[config.mk]
export PLATFORM = sky130hd
export DESIGN_NAME = hufc_uart
export DESIGN_NICKNAME = d
export VERILOG_FILES = /design/src/hufc_pkg.sv /design/src/hufc_line_if.sv /design/src/hufc_serial_engine.sv /design/src/hufc_uart.sv
export SDC_FILE = /design/constraint.sdc
export NUM_CORES = 1
export LEC_CHECK = 0
export BUFFER_PORTS_ARGS = -buffer_cell sky130_fd_sc_hd__buf_2
export CORE_UTILIZATION = 51
export DETAILED_ROUTE_END_ITERATION = 10
export PLACE_DENSITY = 0.83
export SLEW_MARGIN = 0
export SYNTH_ARGS = -nofsm -noshare
export SYNTH_HDL_FRONTEND = slang
export SYNTH_SLANG_ARGS = --single-unit
export TNS_END_PERCENT = 10
[constraint.sdc]
create_clock -name clock -period 3 [get_ports clock]
set_clock_uncertainty 0.05 [all_clocks]
set_input_delay 0.6 -clock clock [delete_from_list [all_inputs] [get_ports clock]]
set_output_delay 0.6 -clock clock [all_outputs]
set_load 0.01 [all_outputs]
[src/hufc_pkg.sv]
// Package for the host UART: register map, fields, resets, timing counts
`default_nettype none
package hufc_pkg;

   // ------------------------------------------------------------------
   // Register offsets (byte addresses)
   // ------------------------------------------------------------------
   localparam logic [7:0] ADDR_CTRL = 8'h00;
   localparam logic [7:0] ADDR_BAUD = 8'h04;
   localparam logic [7:0] ADDR_TXDATA = 8'h08;
   localparam logic [7:0] ADDR_RXDATA = 8'h0C;
   localparam logic [7:0] ADDR_STATUS = 8'h10;

   // ------------------------------------------------------------------
   // Control fields
   // ------------------------------------------------------------------
   localparam int CTRL_FLOW = 0;
   localparam int CTRL_PAREN = 1;
   localparam int CTRL_PARODD = 2;
   localparam int CTRL_STOP2 = 3;
   localparam int CTRL_FRAMING = 4;
   localparam logic [4:0] CTRL_RESET = 5'h00;

   // Status fields
   localparam int STAT_TXBUSY = 0;
   localparam int STAT_TXFULL = 1;
   localparam int STAT_RXVALID = 2;
   localparam int STAT_PARERR = 3;
   localparam int STAT_FRAMERR = 4;
   localparam int STAT_OVERRUN = 5;
   localparam int STAT_CTSLOW = 6;
   localparam int STAT_RTSLOW = 7;

   // ------------------------------------------------------------------
   // Timing: 10 MHz clock, 16x oversampling
   // ------------------------------------------------------------------
   localparam int CLK_HZ = 10_000_000;
   localparam int OVERSAMPLE = 16;
   localparam int DEFAULT_BAUD = 115_200;
   localparam int MIN_BAUD = 1_200;
   localparam int MAX_BAUD = 921_600;
   // Tick divisor = clock / (16 * baud), rounded to nearest
   localparam logic [15:0] BAUD_DIV_RESET =
      16'((CLK_HZ + (OVERSAMPLE * DEFAULT_BAUD) / 2)
          / (OVERSAMPLE * DEFAULT_BAUD));
   localparam int DATA_BITS = 8;

   typedef enum logic [1:0] {
      HUFC_RESP_OK,
      HUFC_RESP_ERR
   } hufc_resp_t;

endpackage
`default_nettype wire

[src/hufc_line_if.sv]
// Interface carrying the serial engine's user-side signals
`timescale 1ns/1ps
`default_nettype none
interface hufc_line_if;
   logic tick;
   logic parEn;
   logic parOdd;
   logic stop2;
   logic txGo;
   logic [7:0] txByte;
   logic txBusy;
   logic rxDone;
   logic [7:0] rxByte;
   logic rxParErr;
   logic rxFrameErr;

   modport ctl (
      output tick, parEn, parOdd, stop2, txGo, txByte,
      input txBusy, rxDone, rxByte, rxParErr, rxFrameErr
   );
   modport eng (
      input tick, parEn, parOdd, stop2, txGo, txByte,
      output txBusy, rxDone, rxByte, rxParErr, rxFrameErr
   );
endinterface
`default_nettype wire

[src/hufc_serial_engine.sv]
// Character transmitter and receiver, 16x oversampled
`timescale 1ns/1ps
`default_nettype none
module hufc_serial_engine (
   input wire logic clock,
   input wire logic rst,
   input wire logic rxPin,
   output logic txPin,
   hufc_line_if.eng ln
);

   // ------------------------------------------------------------------
   // Shared helpers
   // ------------------------------------------------------------------
   // Parity bit for eight data bits
   function automatic logic parityOf(input logic [7:0] d, input logic odd);
      parityOf = (^d) ^ odd;
   endfunction

   typedef enum logic [2:0] {
      ST_IDLE, ST_START, ST_DATA, ST_PAR, ST_STOP
   } hufc_bit_t;

   // ------------------------------------------------------------------
   // Transmitter
   // ------------------------------------------------------------------
   hufc_bit_t txSt_q;
   logic [3:0] txSub_q;
   logic [2:0] txIdx_q;
   logic txStopN_q;
   logic [7:0] txSh_q;

   assign ln.txBusy = (txSt_q != ST_IDLE);

   // start, LSB first data, parity, stops
   always_ff @(posedge clock) begin
      if (rst) begin
         txSt_q <= ST_IDLE;
         txSub_q <= 4'h0;
         txIdx_q <= 3'h0;
         txStopN_q <= 1'b0;
         txSh_q <= 8'h00;
         txPin <= 1'b1;
      end else if (txSt_q == ST_IDLE) begin
         txPin <= 1'b1;
         if (ln.txGo) begin
            txSh_q <= ln.txByte;
            txSt_q <= ST_START;
            txSub_q <= 4'h0;
         end
      end else if (ln.tick) begin
         txSub_q <= txSub_q + 4'h1;
         case (txSt_q)
            ST_START: begin
               txPin <= 1'b0;
               if (txSub_q == 4'hF) begin
                  txSt_q <= ST_DATA;
                  txIdx_q <= 3'h0;
               end
            end
            ST_DATA: begin
               txPin <= txSh_q[txIdx_q];
               if (txSub_q == 4'hF) begin
                  txIdx_q <= txIdx_q + 3'h1;
                  if (txIdx_q == 3'h7) begin
                     txSt_q <= ln.parEn ? ST_PAR : ST_STOP;
                     txStopN_q <= 1'b0;
                  end
               end
            end
            ST_PAR: begin
               txPin <= parityOf(txSh_q, ln.parOdd);
               if (txSub_q == 4'hF) begin
                  txSt_q <= ST_STOP;
                  txStopN_q <= 1'b0;
               end
            end
            // one or two idle-high stop bits
            ST_STOP: begin
               txPin <= 1'b1;
               if (txSub_q == 4'hF) begin
                  if (ln.stop2 && !txStopN_q) begin
                     txStopN_q <= 1'b1;
                  end else begin
                     txSt_q <= ST_IDLE;
                  end
               end
            end
            default: txSt_q <= ST_IDLE;
         endcase
      end
   end

   // ------------------------------------------------------------------
   // Receiver: sync the pin, sample mid-bit
   // ------------------------------------------------------------------
   logic rxM_q;
   logic rxS_q;
   hufc_bit_t rxSt_q;
   logic [3:0] rxSub_q;
   logic [2:0] rxIdx_q;
   logic [7:0] rxSh_q;
   logic rxPe_q;
   logic rxDone_q;
   logic [7:0] rxByte_q;
   logic rxParErr_q;
   logic rxFrameErr_q;

   // only the host-driven line is sampled
   always_ff @(posedge clock) begin
      if (rst) begin
         rxM_q <= 1'b1;
         rxS_q <= 1'b1;
      end else begin
         rxM_q <= rxPin;
         rxS_q <= rxM_q;
      end
   end

   assign ln.rxDone = rxDone_q;
   assign ln.rxByte = rxByte_q;
   assign ln.rxParErr = rxParErr_q;
   assign ln.rxFrameErr = rxFrameErr_q;

   // receive frame, first stop bit checked
   always_ff @(posedge clock) begin
      if (rst) begin
         rxSt_q <= ST_IDLE;
         rxSub_q <= 4'h0;
         rxIdx_q <= 3'h0;
         rxSh_q <= 8'h00;
         rxPe_q <= 1'b0;
         rxDone_q <= 1'b0;
         rxByte_q <= 8'h00;
         rxParErr_q <= 1'b0;
         rxFrameErr_q <= 1'b0;
      end else begin
         rxDone_q <= 1'b0;
         if (rxSt_q == ST_IDLE) begin
            rxSub_q <= 4'h0;
            if (!rxS_q) begin
               rxSt_q <= ST_START;
            end
         end else if (ln.tick) begin
            rxSub_q <= rxSub_q + 4'h1;
            case (rxSt_q)
               // Glitch shorter than half a bit is dropped
               ST_START: begin
                  if (rxSub_q == 4'h7) begin
                     if (rxS_q) begin
                        rxSt_q <= ST_IDLE;
                     end else begin
                        rxSub_q <= 4'h0;
                        rxIdx_q <= 3'h0;
                        rxSt_q <= ST_DATA;
                     end
                  end
               end
               ST_DATA: begin
                  if (rxSub_q == 4'hF) begin
                     rxSh_q <= {rxS_q, rxSh_q[7:1]};
                     rxIdx_q <= rxIdx_q + 3'h1;
                     if (rxIdx_q == 3'h7) begin
                        rxSt_q <= ln.parEn ? ST_PAR : ST_STOP;
                     end
                  end
               end
               ST_PAR: begin
                  if (rxSub_q == 4'hF) begin
                     rxPe_q <= rxS_q;
                     rxSt_q <= ST_STOP;
                  end
               end
               ST_STOP: begin
                  if (rxSub_q == 4'hF) begin
                     rxDone_q <= 1'b1;
                     rxByte_q <= rxSh_q;
                     rxFrameErr_q <= !rxS_q;
                     rxParErr_q <= ln.parEn &&
                        (rxPe_q != parityOf(rxSh_q, ln.parOdd));
                     rxSt_q <= ST_IDLE;
                  end
               end
               default: rxSt_q <= ST_IDLE;
            endcase
         end
      end
   end

   // ------------------------------------------------------------------
   // Checks
   // ------------------------------------------------------------------
   a_tx_idle_high: assert property (@(posedge clock) disable iff (rst)
      (txSt_q == ST_IDLE && $past(txSt_q) == ST_IDLE) |-> txPin)
      else $error("tx line not high while idle");
   // Pin updates on the first tick in the state, so skip until then
   a_stop_high: assert property (@(posedge clock) disable iff (rst)
      (txSt_q == ST_STOP && $past(txSt_q) == ST_STOP
       && $past(txSub_q) != 4'h0) |-> txPin)
      else $error("stop bit not high");
   a_start_low: assert property (@(posedge clock) disable iff (rst)
      (txSt_q == ST_START && $past(txSt_q) == ST_START
       && $past(txSub_q) != 4'h0) |-> !txPin)
      else $error("start bit not low");
   c_rx_frame: cover property (@(posedge clock) rxDone_q && !rxFrameErr_q);
   c_tx_two_stop: cover property (@(posedge clock)
      txSt_q == ST_STOP && txStopN_q);

endmodule
`default_nettype wire

[src/hufc_uart.sv]
// Host UART top: APB registers, baud divider, flow control
// What this block does
// - Separate transmit and receive data lines
// - Request and clear to send active low
// - Module drives request-to-send readiness output
// - Rate selectable 1200 to 625000 bps (divisor 1 at the 10 MHz clock)
// - Flow control hardware handshake or none
// - Exactly eight data bits per frame
// - Parity none, odd or even
// - One or two high stop bits
// - Transport framing support switchable independently
// - Defaults 115200, no flow, 8N1
`timescale 1ns/1ps
`default_nettype none
module hufc_uart (
   input wire logic clock,
   input wire logic rst,
   input wire logic psel,
   input wire logic penable,
   input wire logic pwrite,
   input wire logic [7:0] paddr,
   input wire logic [31:0] pwdata,
   output logic [31:0] prdata,
   output logic pready,
   output logic pslverr,
   input wire logic uartRxPin,
   output logic uartTxPin,
   input wire logic ctsPin_n,
   output logic rtsPin_n,
   output logic framingEnable
);

   // ------------------------------------------------------------------
   // Registers
   // ------------------------------------------------------------------
   logic [4:0] ctrl_q;
   logic [15:0] baudDiv_q;
   logic [15:0] divCnt_q;
   logic [7:0] txHold_q;
   logic txFull_q;
   logic [7:0] rxHold_q;
   logic rxValid_q;
   logic parErr_q;
   logic frameErr_q;
   logic overrun_q;
   logic ctsM_q;
   logic ctsS_q;
   logic tick;

   hufc_line_if ln ();

   hufc_serial_engine u_engine (
      .clock(clock),
      .rst(rst),
      .rxPin(uartRxPin),
      .txPin(uartTxPin),
      .ln(ln)
   );

   // ------------------------------------------------------------------
   // APB decode
   // ------------------------------------------------------------------
   // Unmapped or misaligned offsets answer with an error
   function automatic logic addrOk(input logic [7:0] a);
      addrOk = (a == hufc_pkg::ADDR_CTRL) || (a == hufc_pkg::ADDR_BAUD) ||
         (a == hufc_pkg::ADDR_TXDATA) || (a == hufc_pkg::ADDR_RXDATA) ||
         (a == hufc_pkg::ADDR_STATUS);
   endfunction

   logic access;
   logic wrOk;
   logic rdOk;
   assign access = psel && penable;
   assign wrOk = access && pwrite && addrOk(paddr);
   assign rdOk = access && !pwrite && addrOk(paddr);
   // Zero wait states
   assign pready = 1'b1;
   assign pslverr = access && !addrOk(paddr);

   // ------------------------------------------------------------------
   // Configuration
   // ------------------------------------------------------------------
   // power-up format and rate
   always_ff @(posedge clock) begin
      if (rst) begin
         ctrl_q <= hufc_pkg::CTRL_RESET;
         baudDiv_q <= hufc_pkg::BAUD_DIV_RESET;
      end else if (wrOk && paddr == hufc_pkg::ADDR_CTRL) begin
         ctrl_q <= pwdata[4:0];
      end else if (wrOk && paddr == hufc_pkg::ADDR_BAUD) begin
         // zero divisor clamped to fastest rate
         baudDiv_q <= (pwdata[15:0] == 16'h0000) ? 16'h0001 : pwdata[15:0];
      end
   end

   logic flowOn;
   assign flowOn = ctrl_q[hufc_pkg::CTRL_FLOW];
   assign ln.parEn = ctrl_q[hufc_pkg::CTRL_PAREN];
   assign ln.parOdd = ctrl_q[hufc_pkg::CTRL_PARODD];
   assign ln.stop2 = ctrl_q[hufc_pkg::CTRL_STOP2];

   // transport framing switch, separate from format
   always_ff @(posedge clock) begin
      if (rst) begin
         framingEnable <= 1'b0;
      end else begin
         framingEnable <= ctrl_q[hufc_pkg::CTRL_FRAMING];
      end
   end

   // ------------------------------------------------------------------
   // Baud tick divider (16 ticks per bit)
   // ------------------------------------------------------------------
   // rate set by divisor register
   always_ff @(posedge clock) begin
      if (rst) begin
         divCnt_q <= 16'h0000;
         tick <= 1'b0;
      end else if (divCnt_q >= baudDiv_q - 16'h0001) begin
         divCnt_q <= 16'h0000;
         tick <= 1'b1;
      end else begin
         divCnt_q <= divCnt_q + 16'h0001;
         tick <= 1'b0;
      end
   end
   assign ln.tick = tick;

   // ------------------------------------------------------------------
   // Clear-to-send synchroniser
   // ------------------------------------------------------------------
   always_ff @(posedge clock) begin
      if (rst) begin
         ctsM_q <= 1'b1;
         ctsS_q <= 1'b1;
      end else begin
         ctsM_q <= ctsPin_n;
         ctsS_q <= ctsM_q;
      end
   end

   // ------------------------------------------------------------------
   // Transmit holding register
   // ------------------------------------------------------------------
   logic txAllowed;
   assign txAllowed = !flowOn || !ctsS_q;
   // start only; a running character always completes
   assign ln.txGo = txFull_q && !ln.txBusy && txAllowed;
   assign ln.txByte = txHold_q;

   // Writes while full are dropped; software polls the full flag
   always_ff @(posedge clock) begin
      if (rst) begin
         txHold_q <= 8'h00;
         txFull_q <= 1'b0;
      end else if (ln.txGo) begin
         txFull_q <= 1'b0;
      end else if (wrOk && paddr == hufc_pkg::ADDR_TXDATA && !txFull_q) begin
         txHold_q <= pwdata[7:0];
         txFull_q <= 1'b1;
      end
   end

   // ------------------------------------------------------------------
   // Receive holding register and error flags
   // ------------------------------------------------------------------
   logic rxRead;
   assign rxRead = rdOk && paddr == hufc_pkg::ADDR_RXDATA;

   // Set wins over clear for all sticky flags
   always_ff @(posedge clock) begin
      if (rst) begin
         rxHold_q <= 8'h00;
         rxValid_q <= 1'b0;
      end else if (ln.rxDone && (!rxValid_q || rxRead)) begin
         rxHold_q <= ln.rxByte;
         rxValid_q <= 1'b1;
      end else if (rxRead) begin
         rxValid_q <= 1'b0;
      end
   end

   // Error flags clear by writing one to the status bit
   logic w1c;
   assign w1c = wrOk && paddr == hufc_pkg::ADDR_STATUS;
   always_ff @(posedge clock) begin
      if (rst) begin
         parErr_q <= 1'b0;
         frameErr_q <= 1'b0;
         overrun_q <= 1'b0;
      end else begin
         parErr_q <= (ln.rxDone && ln.rxParErr) ||
            (parErr_q && !(w1c && pwdata[hufc_pkg::STAT_PARERR]));
         frameErr_q <= (ln.rxDone && ln.rxFrameErr) ||
            (frameErr_q && !(w1c && pwdata[hufc_pkg::STAT_FRAMERR]));
         overrun_q <= (ln.rxDone && rxValid_q && !rxRead) ||
            (overrun_q && !(w1c && pwdata[hufc_pkg::STAT_OVERRUN]));
      end
   end

   // ------------------------------------------------------------------
   // Request-to-send
   // ------------------------------------------------------------------
   // with flow on, low only while holding register is free
   // active low; held low with flow off
   always_ff @(posedge clock) begin
      if (rst) begin
         rtsPin_n <= 1'b1;
      end else begin
         rtsPin_n <= flowOn && rxValid_q;
      end
   end

   // ------------------------------------------------------------------
   // Read data
   // ------------------------------------------------------------------
   logic [7:0] status;
   always_comb begin
      status = 8'h00;
      status[hufc_pkg::STAT_TXBUSY] = ln.txBusy;
      status[hufc_pkg::STAT_TXFULL] = txFull_q;
      status[hufc_pkg::STAT_RXVALID] = rxValid_q;
      status[hufc_pkg::STAT_PARERR] = parErr_q;
      status[hufc_pkg::STAT_FRAMERR] = frameErr_q;
      status[hufc_pkg::STAT_OVERRUN] = overrun_q;
      status[hufc_pkg::STAT_CTSLOW] = !ctsS_q;
      status[hufc_pkg::STAT_RTSLOW] = !rtsPin_n;
   end

   // Read data registered at setup, stable in the access phase
   always_ff @(posedge clock) begin
      if (rst) begin
         prdata <= 32'h0000_0000;
      end else if (psel && !penable && !pwrite) begin
         case (paddr)
            hufc_pkg::ADDR_CTRL: prdata <= {27'h000_0000, ctrl_q};
            hufc_pkg::ADDR_BAUD: prdata <= {16'h0000, baudDiv_q};
            hufc_pkg::ADDR_RXDATA: prdata <= {24'h00_0000, rxHold_q};
            hufc_pkg::ADDR_STATUS: prdata <= {24'h00_0000, status};
            default: prdata <= 32'h0000_0000;
         endcase
      end
   end

   // ------------------------------------------------------------------
   // Checks
   // ------------------------------------------------------------------
   a_cts_gates_tx: assert property (@(posedge clock) disable iff (rst)
      (ln.txGo && flowOn) |-> !ctsS_q)
      else $error("transmit started without clear-to-send");
   a_rts_full: assert property (@(posedge clock) disable iff (rst)
      (flowOn && rxValid_q) |=> rtsPin_n || $past(rxRead))
      else $error("request-to-send low while buffer full");
   // Sampled reset excluded: the pin is still high one edge after release
   a_rts_noflow: assert property (@(posedge clock) disable iff (rst)
      (!flowOn && !rst) [*2] |-> !rtsPin_n)
      else $error("request-to-send high with flow off");
   a_tick_period: assert property (@(posedge clock) disable iff (rst)
      ($rose(tick) && $stable(baudDiv_q) && baudDiv_q > 16'h0001)
      |=> !tick)
      else $error("baud tick too frequent");
   // Checked on the first edge out of reset, not before the first edge
   a_reset_format: assert property (@(posedge clock)
      ($past(rst) && !rst) |-> ctrl_q == hufc_pkg::CTRL_RESET
         && baudDiv_q == hufc_pkg::BAUD_DIV_RESET)
      else $error("reset format wrong");
   c_tx_go: cover property (@(posedge clock) ln.txGo && flowOn);
   c_overrun: cover property (@(posedge clock) $rose(overrun_q));

endmodule
`default_nettype wire

==> summary.md, run 1 <==
| Metric | Value |
|---|---|
| CTS buffer count | `17` |
| Die Wd | `114.2 um` |
| Final number of setup-violating endpoints | `0` |
| Crit path DAT | `3.09 ns` |
| Worst EP required | `3.25 ns` |
| Final cell count without fillers | `959` |
| Top post-synthesis cells by count | `131 x dfxtp_1, 83 x nand2_1, 83 x nor2_1` |
| Yosys top cell area share | `0.4086` |
| Site row count | `40` |
| Leak Pwr | `3.028 nW` |
| Placed cell count | `927` |
| Most frequent cell after synthesis | `dfxtp_1` |
| #FFs+latches synth | `131` |
| Final hold viol count | `0` |
| H-tree level count | `4` |
| GP Congestion | `0.8622` |
| WL final | `13810 um` |
| Syn_area_per_cell | `8.733 sq um` |
| Yosys cell types | `60` |
| Sink Count | `131` |
| Post-synth EDFFs | `0` |
| Ys flop type | `dfxtp_1` |
| Pwr Density | `543.6 nW/um^2` |
| Final #Nets | `849` |
| Number of routed nets with antenna violations | `0` |
| Max-Slew Margin vs Limit | `0.5587` |
| Sequential fraction of the synthesis area | `0.4086` |
| Critical path origin | `baudDiv_q[2]` |
| Main area contributors after synthesis | `dfxtp_1 41%, mux2i_1 7.8%, nand2_1 4.9%, nor2_1 4.9%, ha_1 4.7%` |
| Die Height | `114.2 um` |
| Layout area overhead | `14.97%` |
| Synth area leader | `dfxtp_1` |
| Hold Buf Count CTS | `0` |
| Cts repair resizes | `0` |
| Starting DRC count in detailed routing | `429` |
| Vias in the first global route | `4974` |
| Tmin final | `2.844 ns` |
| CP Max Fanout | `16` |
| CTS Buffer Depth | `2` |
| CP startpoint kind | `register` |
| Detailed Place HPWL | `9528 um` |
| Vias post-DR | `5281` |
| I/O pins | `84` |
| Overall Global Routing Usage | `0.2274` |
| Core ar. | `12160 sq um` |
| Slew of the pin with the lowest slew margin | `0.6620 ns` |
| Clk_lat worst skew | `0.41 ns` |
| DRC Markers | `0` |
| Clock Tree Root | `clkbuf_16` |
| Total gr overflow | `0` |
| VDD IR-drop max | `0.0004013 V` |
| Fraction of layout instances using a drive strength above 1 | `0.1454` |
| Slew Limit Fails | `0` |
| Critical R2R Launch | `baudDiv_q[2]` |
| Initial core utilization | `0.5278` |
| Antenna violations before repair | `0` |
| Setup repair bufs after CTS | `0` |
| Maxcap violations | `0` |
| Routed vias/inst | `5.507` |
| Clk pin slew, worst setup/hold paths | `0.06 ns` |
| Post-synthesis async set-or-reset flop share | `0` |
| Crit Path Class | `reg2reg` |
| Setup TNS | `0 ns` |
| Die area | `13040 sq um` |
| Mapped Cells | `735` |
| Drt first pass iters | `5` |
| N_diodes | `0` |
| Largest net degree at the start of global routing | `39` |
| CTS tree | `done` |
| Status | `completed` |
| Fin crit share | `0.9481` |
| Mapped Area | `6419 sq um` |
| Hold_ws | `0.3178 ns` |
| Global-route wire length before repair | `23330 um` |
| Port Buffers | `50` |
| Hold path start | `ctsPin_n` |
| WL/cell | `14.40 um` |
| Worst setup EP type | `register` |
| Power consumption | `4.011 mW` |
| Worst Hold Class | `in2reg` |
| Fmax | `351.6 MHz` |
| Yosys warns | `0` |
cell families (layout without fill, tap and decap cells):
logic type,count (synthesis),after routing,share of synthesized area
compound gates,121,121,0.1183
xor+xnor,47,47,0.06842
fa+ha+maj,24,24,0.04678
buf+inv,67,108,0.05302
flops,131,131,0.4086
mux,52,52,0.08324
other cells,2,17,0.001170
simple gates,291,291,0.2205
registers in the layout (all words and copies together), names as in the netlist, 3 cells and up:
| signal | cells |
|---|---|
| baudDiv_q | 16 |
| divCnt_q | 16 |
| prdata | 16 |
| ln.txByte | 8 |
| rxHold_q | 8 |
| u_engine.ln.rxByte | 8 |
| u_engine.rxSh_q | 8 |
| u_engine.txSh_q | 8 |
| ctrl_q | 5 |
| u_engine.rxSub_q | 4 |
| u_engine.txSub_q | 4 |
| u_engine.rxIdx_q | 3 |
| u_engine.rxSt_q | 3 |
| u_engine.txIdx_q | 3 |
| u_engine.txSt_q | 3 |
through the flow:
step / worst slack, ns / cell area, sq um / util
2_1_floorplan: 0.07425 / 6475 / -
3_3_place_gp: 0.1230 / 6751 / 0.5551
3_5_place_dp: 0.03291 / 6751 / 0.5551
4_1_cts: 0.008240 / 7355 / 0.6047
5_1_grt: -0.08218 / 7380 / 0.6068
6_report: 0.1558 / 7380 / 0.6068
routing by layer:
layer / part of all wire / GRT usage
met1: 0.46 / 0.2771
met2: 0.48 / 0.3875
met4: 0.019 / 0.09437
met3: 0.044 / 0.05082
met5: 0 / 0
layout make-up:
| class | instances | area (sq um) |
|---|---|---|
| flip-flops and latches | 131 | 2623 |
| clock buffers | 19 | 442.9 |
| multi-input cells | 552 | 3533 |
| inverters | 11 | 41.29 |
| well taps | 168 | 210.2 |
| repair buffers | 65 | 369.1 |
| fillers | 1020 | 4782 |
| clock inverters | 13 | 160.2 |
placed cells by master (no fill, tap or decap), types with 8 or more instances in the layout:
cell type | synthesis | routed
a21o_1 | 8 | 8
a21oi_1 | 45 | 45
a22oi_1 | 17 | 17
and3_1 | 12 | 12
buf_2 | 5 | 49
buf_4 | 18 | 15
clkbuf_16 | 0 | 17
conb_1 | 2 | 17
dfxtp_1 | 131 | 131
ha_1 | 24 | 24
inv_1 | 11 | 11
mux2i_1 | 50 | 50
nand2_1 | 83 | 83
nand2b_1 | 8 | 8
nand3_1 | 16 | 16
nor2_1 | 83 | 83
nor3_1 | 35 | 34
o21ai_0 | 17 | 17
xnor2_1 | 21 | 21
xor2_1 | 24 | 24
critical path, stage by stage, from the launching register on:
cell and delay [ns]:
dfxtp_1 0.33, nor4_4 0.33, and4_2 0.31, nand2_1 0.12, nor3_2 0.19, xnor2_1 0.10, ha_1 0.30, nand4_1 0.14
nor3_1 0.22, o21ai_0 0.15, o21bai_1 0.21, buf_6 0.20, nor3_1 0.08
final timing paths:
path / cells past startpoint / to / slack (ns)
worst max-delay path: 12 / divCnt_q[6] / 0.16
worst min register to register: 1 / u_engine.rxS_q / 0.36
worst max register to register: 12 / divCnt_q[6] / 0.16
worst min-delay path: 2 / ctsM_q / 0.32
power breakdown:
| group | internal [mW] | switching, mW | leakage [nW] |
|---|---|---|---|
| Sequential | 1.75 | 0.0180 | 1.06 |
| Clock | 1.32 | 0.754 | 0.281 |
| Combinational | 0.0560 | 0.107 | 1.69 |
| Total | 3.13 | 0.879 | 3.03 |
No activity file was read; power rests on OpenSTA's default activity.
==> run 2: changes to the inputs <==
--- a/config.mk
+++ b/config.mk
@@ -6,6 +6,7 @@
 export NUM_CORES = 1
 export LEC_CHECK = 0
 export BUFFER_PORTS_ARGS = -buffer_cell sky130_fd_sc_hd__buf_2
+export CORE_ASPECT_RATIO = 1.4
 export CORE_UTILIZATION = 51
 export DETAILED_ROUTE_END_ITERATION = 10
 export PLACE_DENSITY = 0.83
==> run 2 against run 1 <==
Setup slack better by 0.14 ns. Via count increased by 0.59%. Global-route usage decreased by 0.56 points. Final area fell by 1.2%. Combinational power barely moved. Clock-buffer cell count fell by 1. Worst hold slack about the same. Core utilization down 1.5 points. Clock power is 6% lower. Largest cell class unchanged. Largest power group unchanged.
==> summary.md, run 2 (synthesis gave the netlist of run 1 again) <==
| Metric | Value |
|---|---|
| Hold Buf Count CTS | `0` |
| Critical R2R Launch | `baudDiv_q[0]` |
| CTS tree | `done` |
| Sink Count | `131` |
| Pwr Density | `533.5 nW/um^2` |
| Slew Limit Fails | `0` |
| Clk_lat worst skew | `0.41 ns` |
| Worst setup margin | `0.2911 ns` |
| Hold_ws | `0.3180 ns` |
| Final number of setup-violating endpoints | `0` |
| CP Max Fanout | `17` |
| Clock Tree Root | `clkbuf_16` |
| CTS Buffer Depth | `2` |
| Crit-path cells | `inv_1, ha_1, nand2_1, or3_1, xor2_1, ha_1, a21o_1, a21o_1, a211oi_1, o21ai_1, buf_4, o21ba_2` |
| DRC Markers | `0` |
| Total gr overflow | `0` |
| Multi-input gate area | `3533 sq um` |
| Tmin final | `2.709 ns` |
| I/O pins | `84` |
| Worst setup EP type | `register` |
| Final #Nets | `845` |
| Max-Slew Margin vs Limit | `0.5337` |
| Fillers | `1043` |
| FF/Latch Area | `2623 sq um` |
| Place WS | `0.1086 ns` |
| Status | `completed` |
| Met3 WL post-DR | `508 um` |
| H-tree level count | `4` |
| Die area | `13040 sq um` |
| Final hold viol count | `0` |
| Leak Pwr | `3.006 nW` |
| WL final | `14150 um` |
| RSZ-0062 raised after global routing | `false` |
| Port Buffers | `50` |
| Largest stage delay on the critical path | `0.33 ns` |
| Top sig layer | `met4` |
| Detailed Place HPWL | `9995 um` |
| Routed vias/inst | `5.669` |
| N_diodes | `0` |
| Antenna violations before repair | `0` |
| Commonest non-fill, non-tap cell in the layout | `dfxtp_1` |
| CTS buffer count | `17` |
| Fin crit share | `0.9030` |
| VDD IR-drop max | `0.0002819 V` |
| Starting DRC count in detailed routing | `258` |
| Worst r2r dst | `ln.tick` |
| Crit path DAT | `2.96 ns` |
| Layout area overhead | `13.59%` |
| Clk pin slew, worst setup/hold paths | `0.06 ns` |
| WL/cell | `15.11 um` |
| Setup TNS | `0 ns` |
| Worst setup path end | `ln.tick` |
| Site row count | `48` |
| Die Wd | `96.82 um` |
| Vias in the first global route | `5101` |
| CP startpoint kind | `register` |
| Fraction of layout instances using a drive strength above 1 | `0.1423` |
| Global-route wire length before repair | `23370 um` |
| Core ar. | `12310 sq um` |
| R2r worst-path depth | `12` |
| Drt first pass iters | `5` |
| Largest regs | `baudDiv_q: 16 flops, divCnt_q: 16 flops, prdata: 16 flops` |
| Worst path slowest cell | `or3_1` |
| Overall Global Routing Usage | `0.2218` |
| Crit Path Class | `reg2reg` |
| Maxcap violations | `0` |
| Worst EP required | `3.25 ns` |
| Critical path origin | `baudDiv_q[0]` |
| Die Height | `134.7 um` |
| Met1 WL | `5661 um` |
| DR WL met2 | `7491 um` |
| Vias post-DR | `5312` |
| Fmax | `369.2 MHz` |
| Flop2flop setup slack | `0.29 ns` |
| Worst Hold Class | `in2reg` |
| Initial core utilization | `0.5213` |
| Slew of the pin with the lowest slew margin | `0.6995 ns` |
| GP Congestion | `0.8625` |
| Largest net degree at the start of global routing | `72` |
| Number of routed nets with antenna violations | `0` |
| Commonest cells after routing, fill and taps aside | `131 x dfxtp_1, 83 x nand2_1, 83 x nor2_1, 50 x mux2i_1, 49 x buf_2` |
[run 2: cell types whose count changed in the layout (fill, tap and decap cells not counted)]
| cell | before | now |
|---|---|---|
| o21ai_1 | 4 | 5 |
| clkinv_4 | 2 | 4 |
| o21ai_0 | 17 | 16 |
| clkbuf_1 | 1 | 0 |
| buf_4 | 15 | 11 |
| clkinv_2 | 3 | 4 |
| clkinvlp_4 | 5 | 1 |
| inv_6 | 0 | 4 |
| bufinv_16 | 3 | 1 |
[run 2: critical path, delay by kind of cell (launching register included)]
family	cells	cell delay [ns]
AO/OA/AOI/OAI	5	0.84
XOR/XNOR	1	0.16
adder cells (fa/ha/maj)	2	0.44
buffers and inverters	2	0.34
flip-flops	1	0.32
AND/OR/NAND/NOR	2	0.44
[run 2: layout make-up]
class,instances,share of cell area
clock buffers,18,0.06024
clock inverters,14,0.01750
multi-input cells,552,0.4846
well taps,150,0.02574
inverters,11,0.005663
flip-flops and latches,131,0.3597
repair buffers,61,0.04651
[run 2: metal layers]
metal,vias to the layer above,track usage
li1,2624,-
met1,2498,0.2378
met2,153,0.4116
met3,37,0.04296
met4,0,0.1136
met5,-,0
[run 2: what timing repair did]
| action | in CTS | in global routing |
|---|---|---|
| setup buffers | 0 | 0 |
| endpoints found under the setup margin | 0 | 16 |
| resized for setup | 0 | 6 |
| hold endpoints to repair | 0 | 0 |
[run 2: per-stage QoR]
stage               cell area (sq um)  cells  power, mW  utilization
finish                           7291    937      3.889       0.5922
detailed placement               6699    905      1.969       0.5441
CTS                              7266    937      3.911       0.5901
floorplan                        6475    750      1.923            -
global placement                 6699    905      1.966       0.5441
global route                     7291    937      4.002       0.5922
[run 2: worst min path at each step]
stage              startpoint              to  slack, ns  depth (start not counted)
3_5_place_dp   u_engine.rxM_q  u_engine.rxS_q       0.35                          1
4_1_cts              ctsPin_n          ctsM_q       0.31                          2
3_3_place_gp   u_engine.rxM_q  u_engine.rxS_q       0.34                          1
2_1_floorplan          ctsM_q          ctsS_q       0.34                          1
5_1_grt              ctsPin_n          ctsM_q       0.31                          2
6_report            uartRxPin  u_engine.rxM_q       0.32                          2
[run 2: where the power goes]
group	switching, mW	internal, mW
combinational	0.108	0.0551
sequential	0.0186	1.75
clock	0.786	1.17
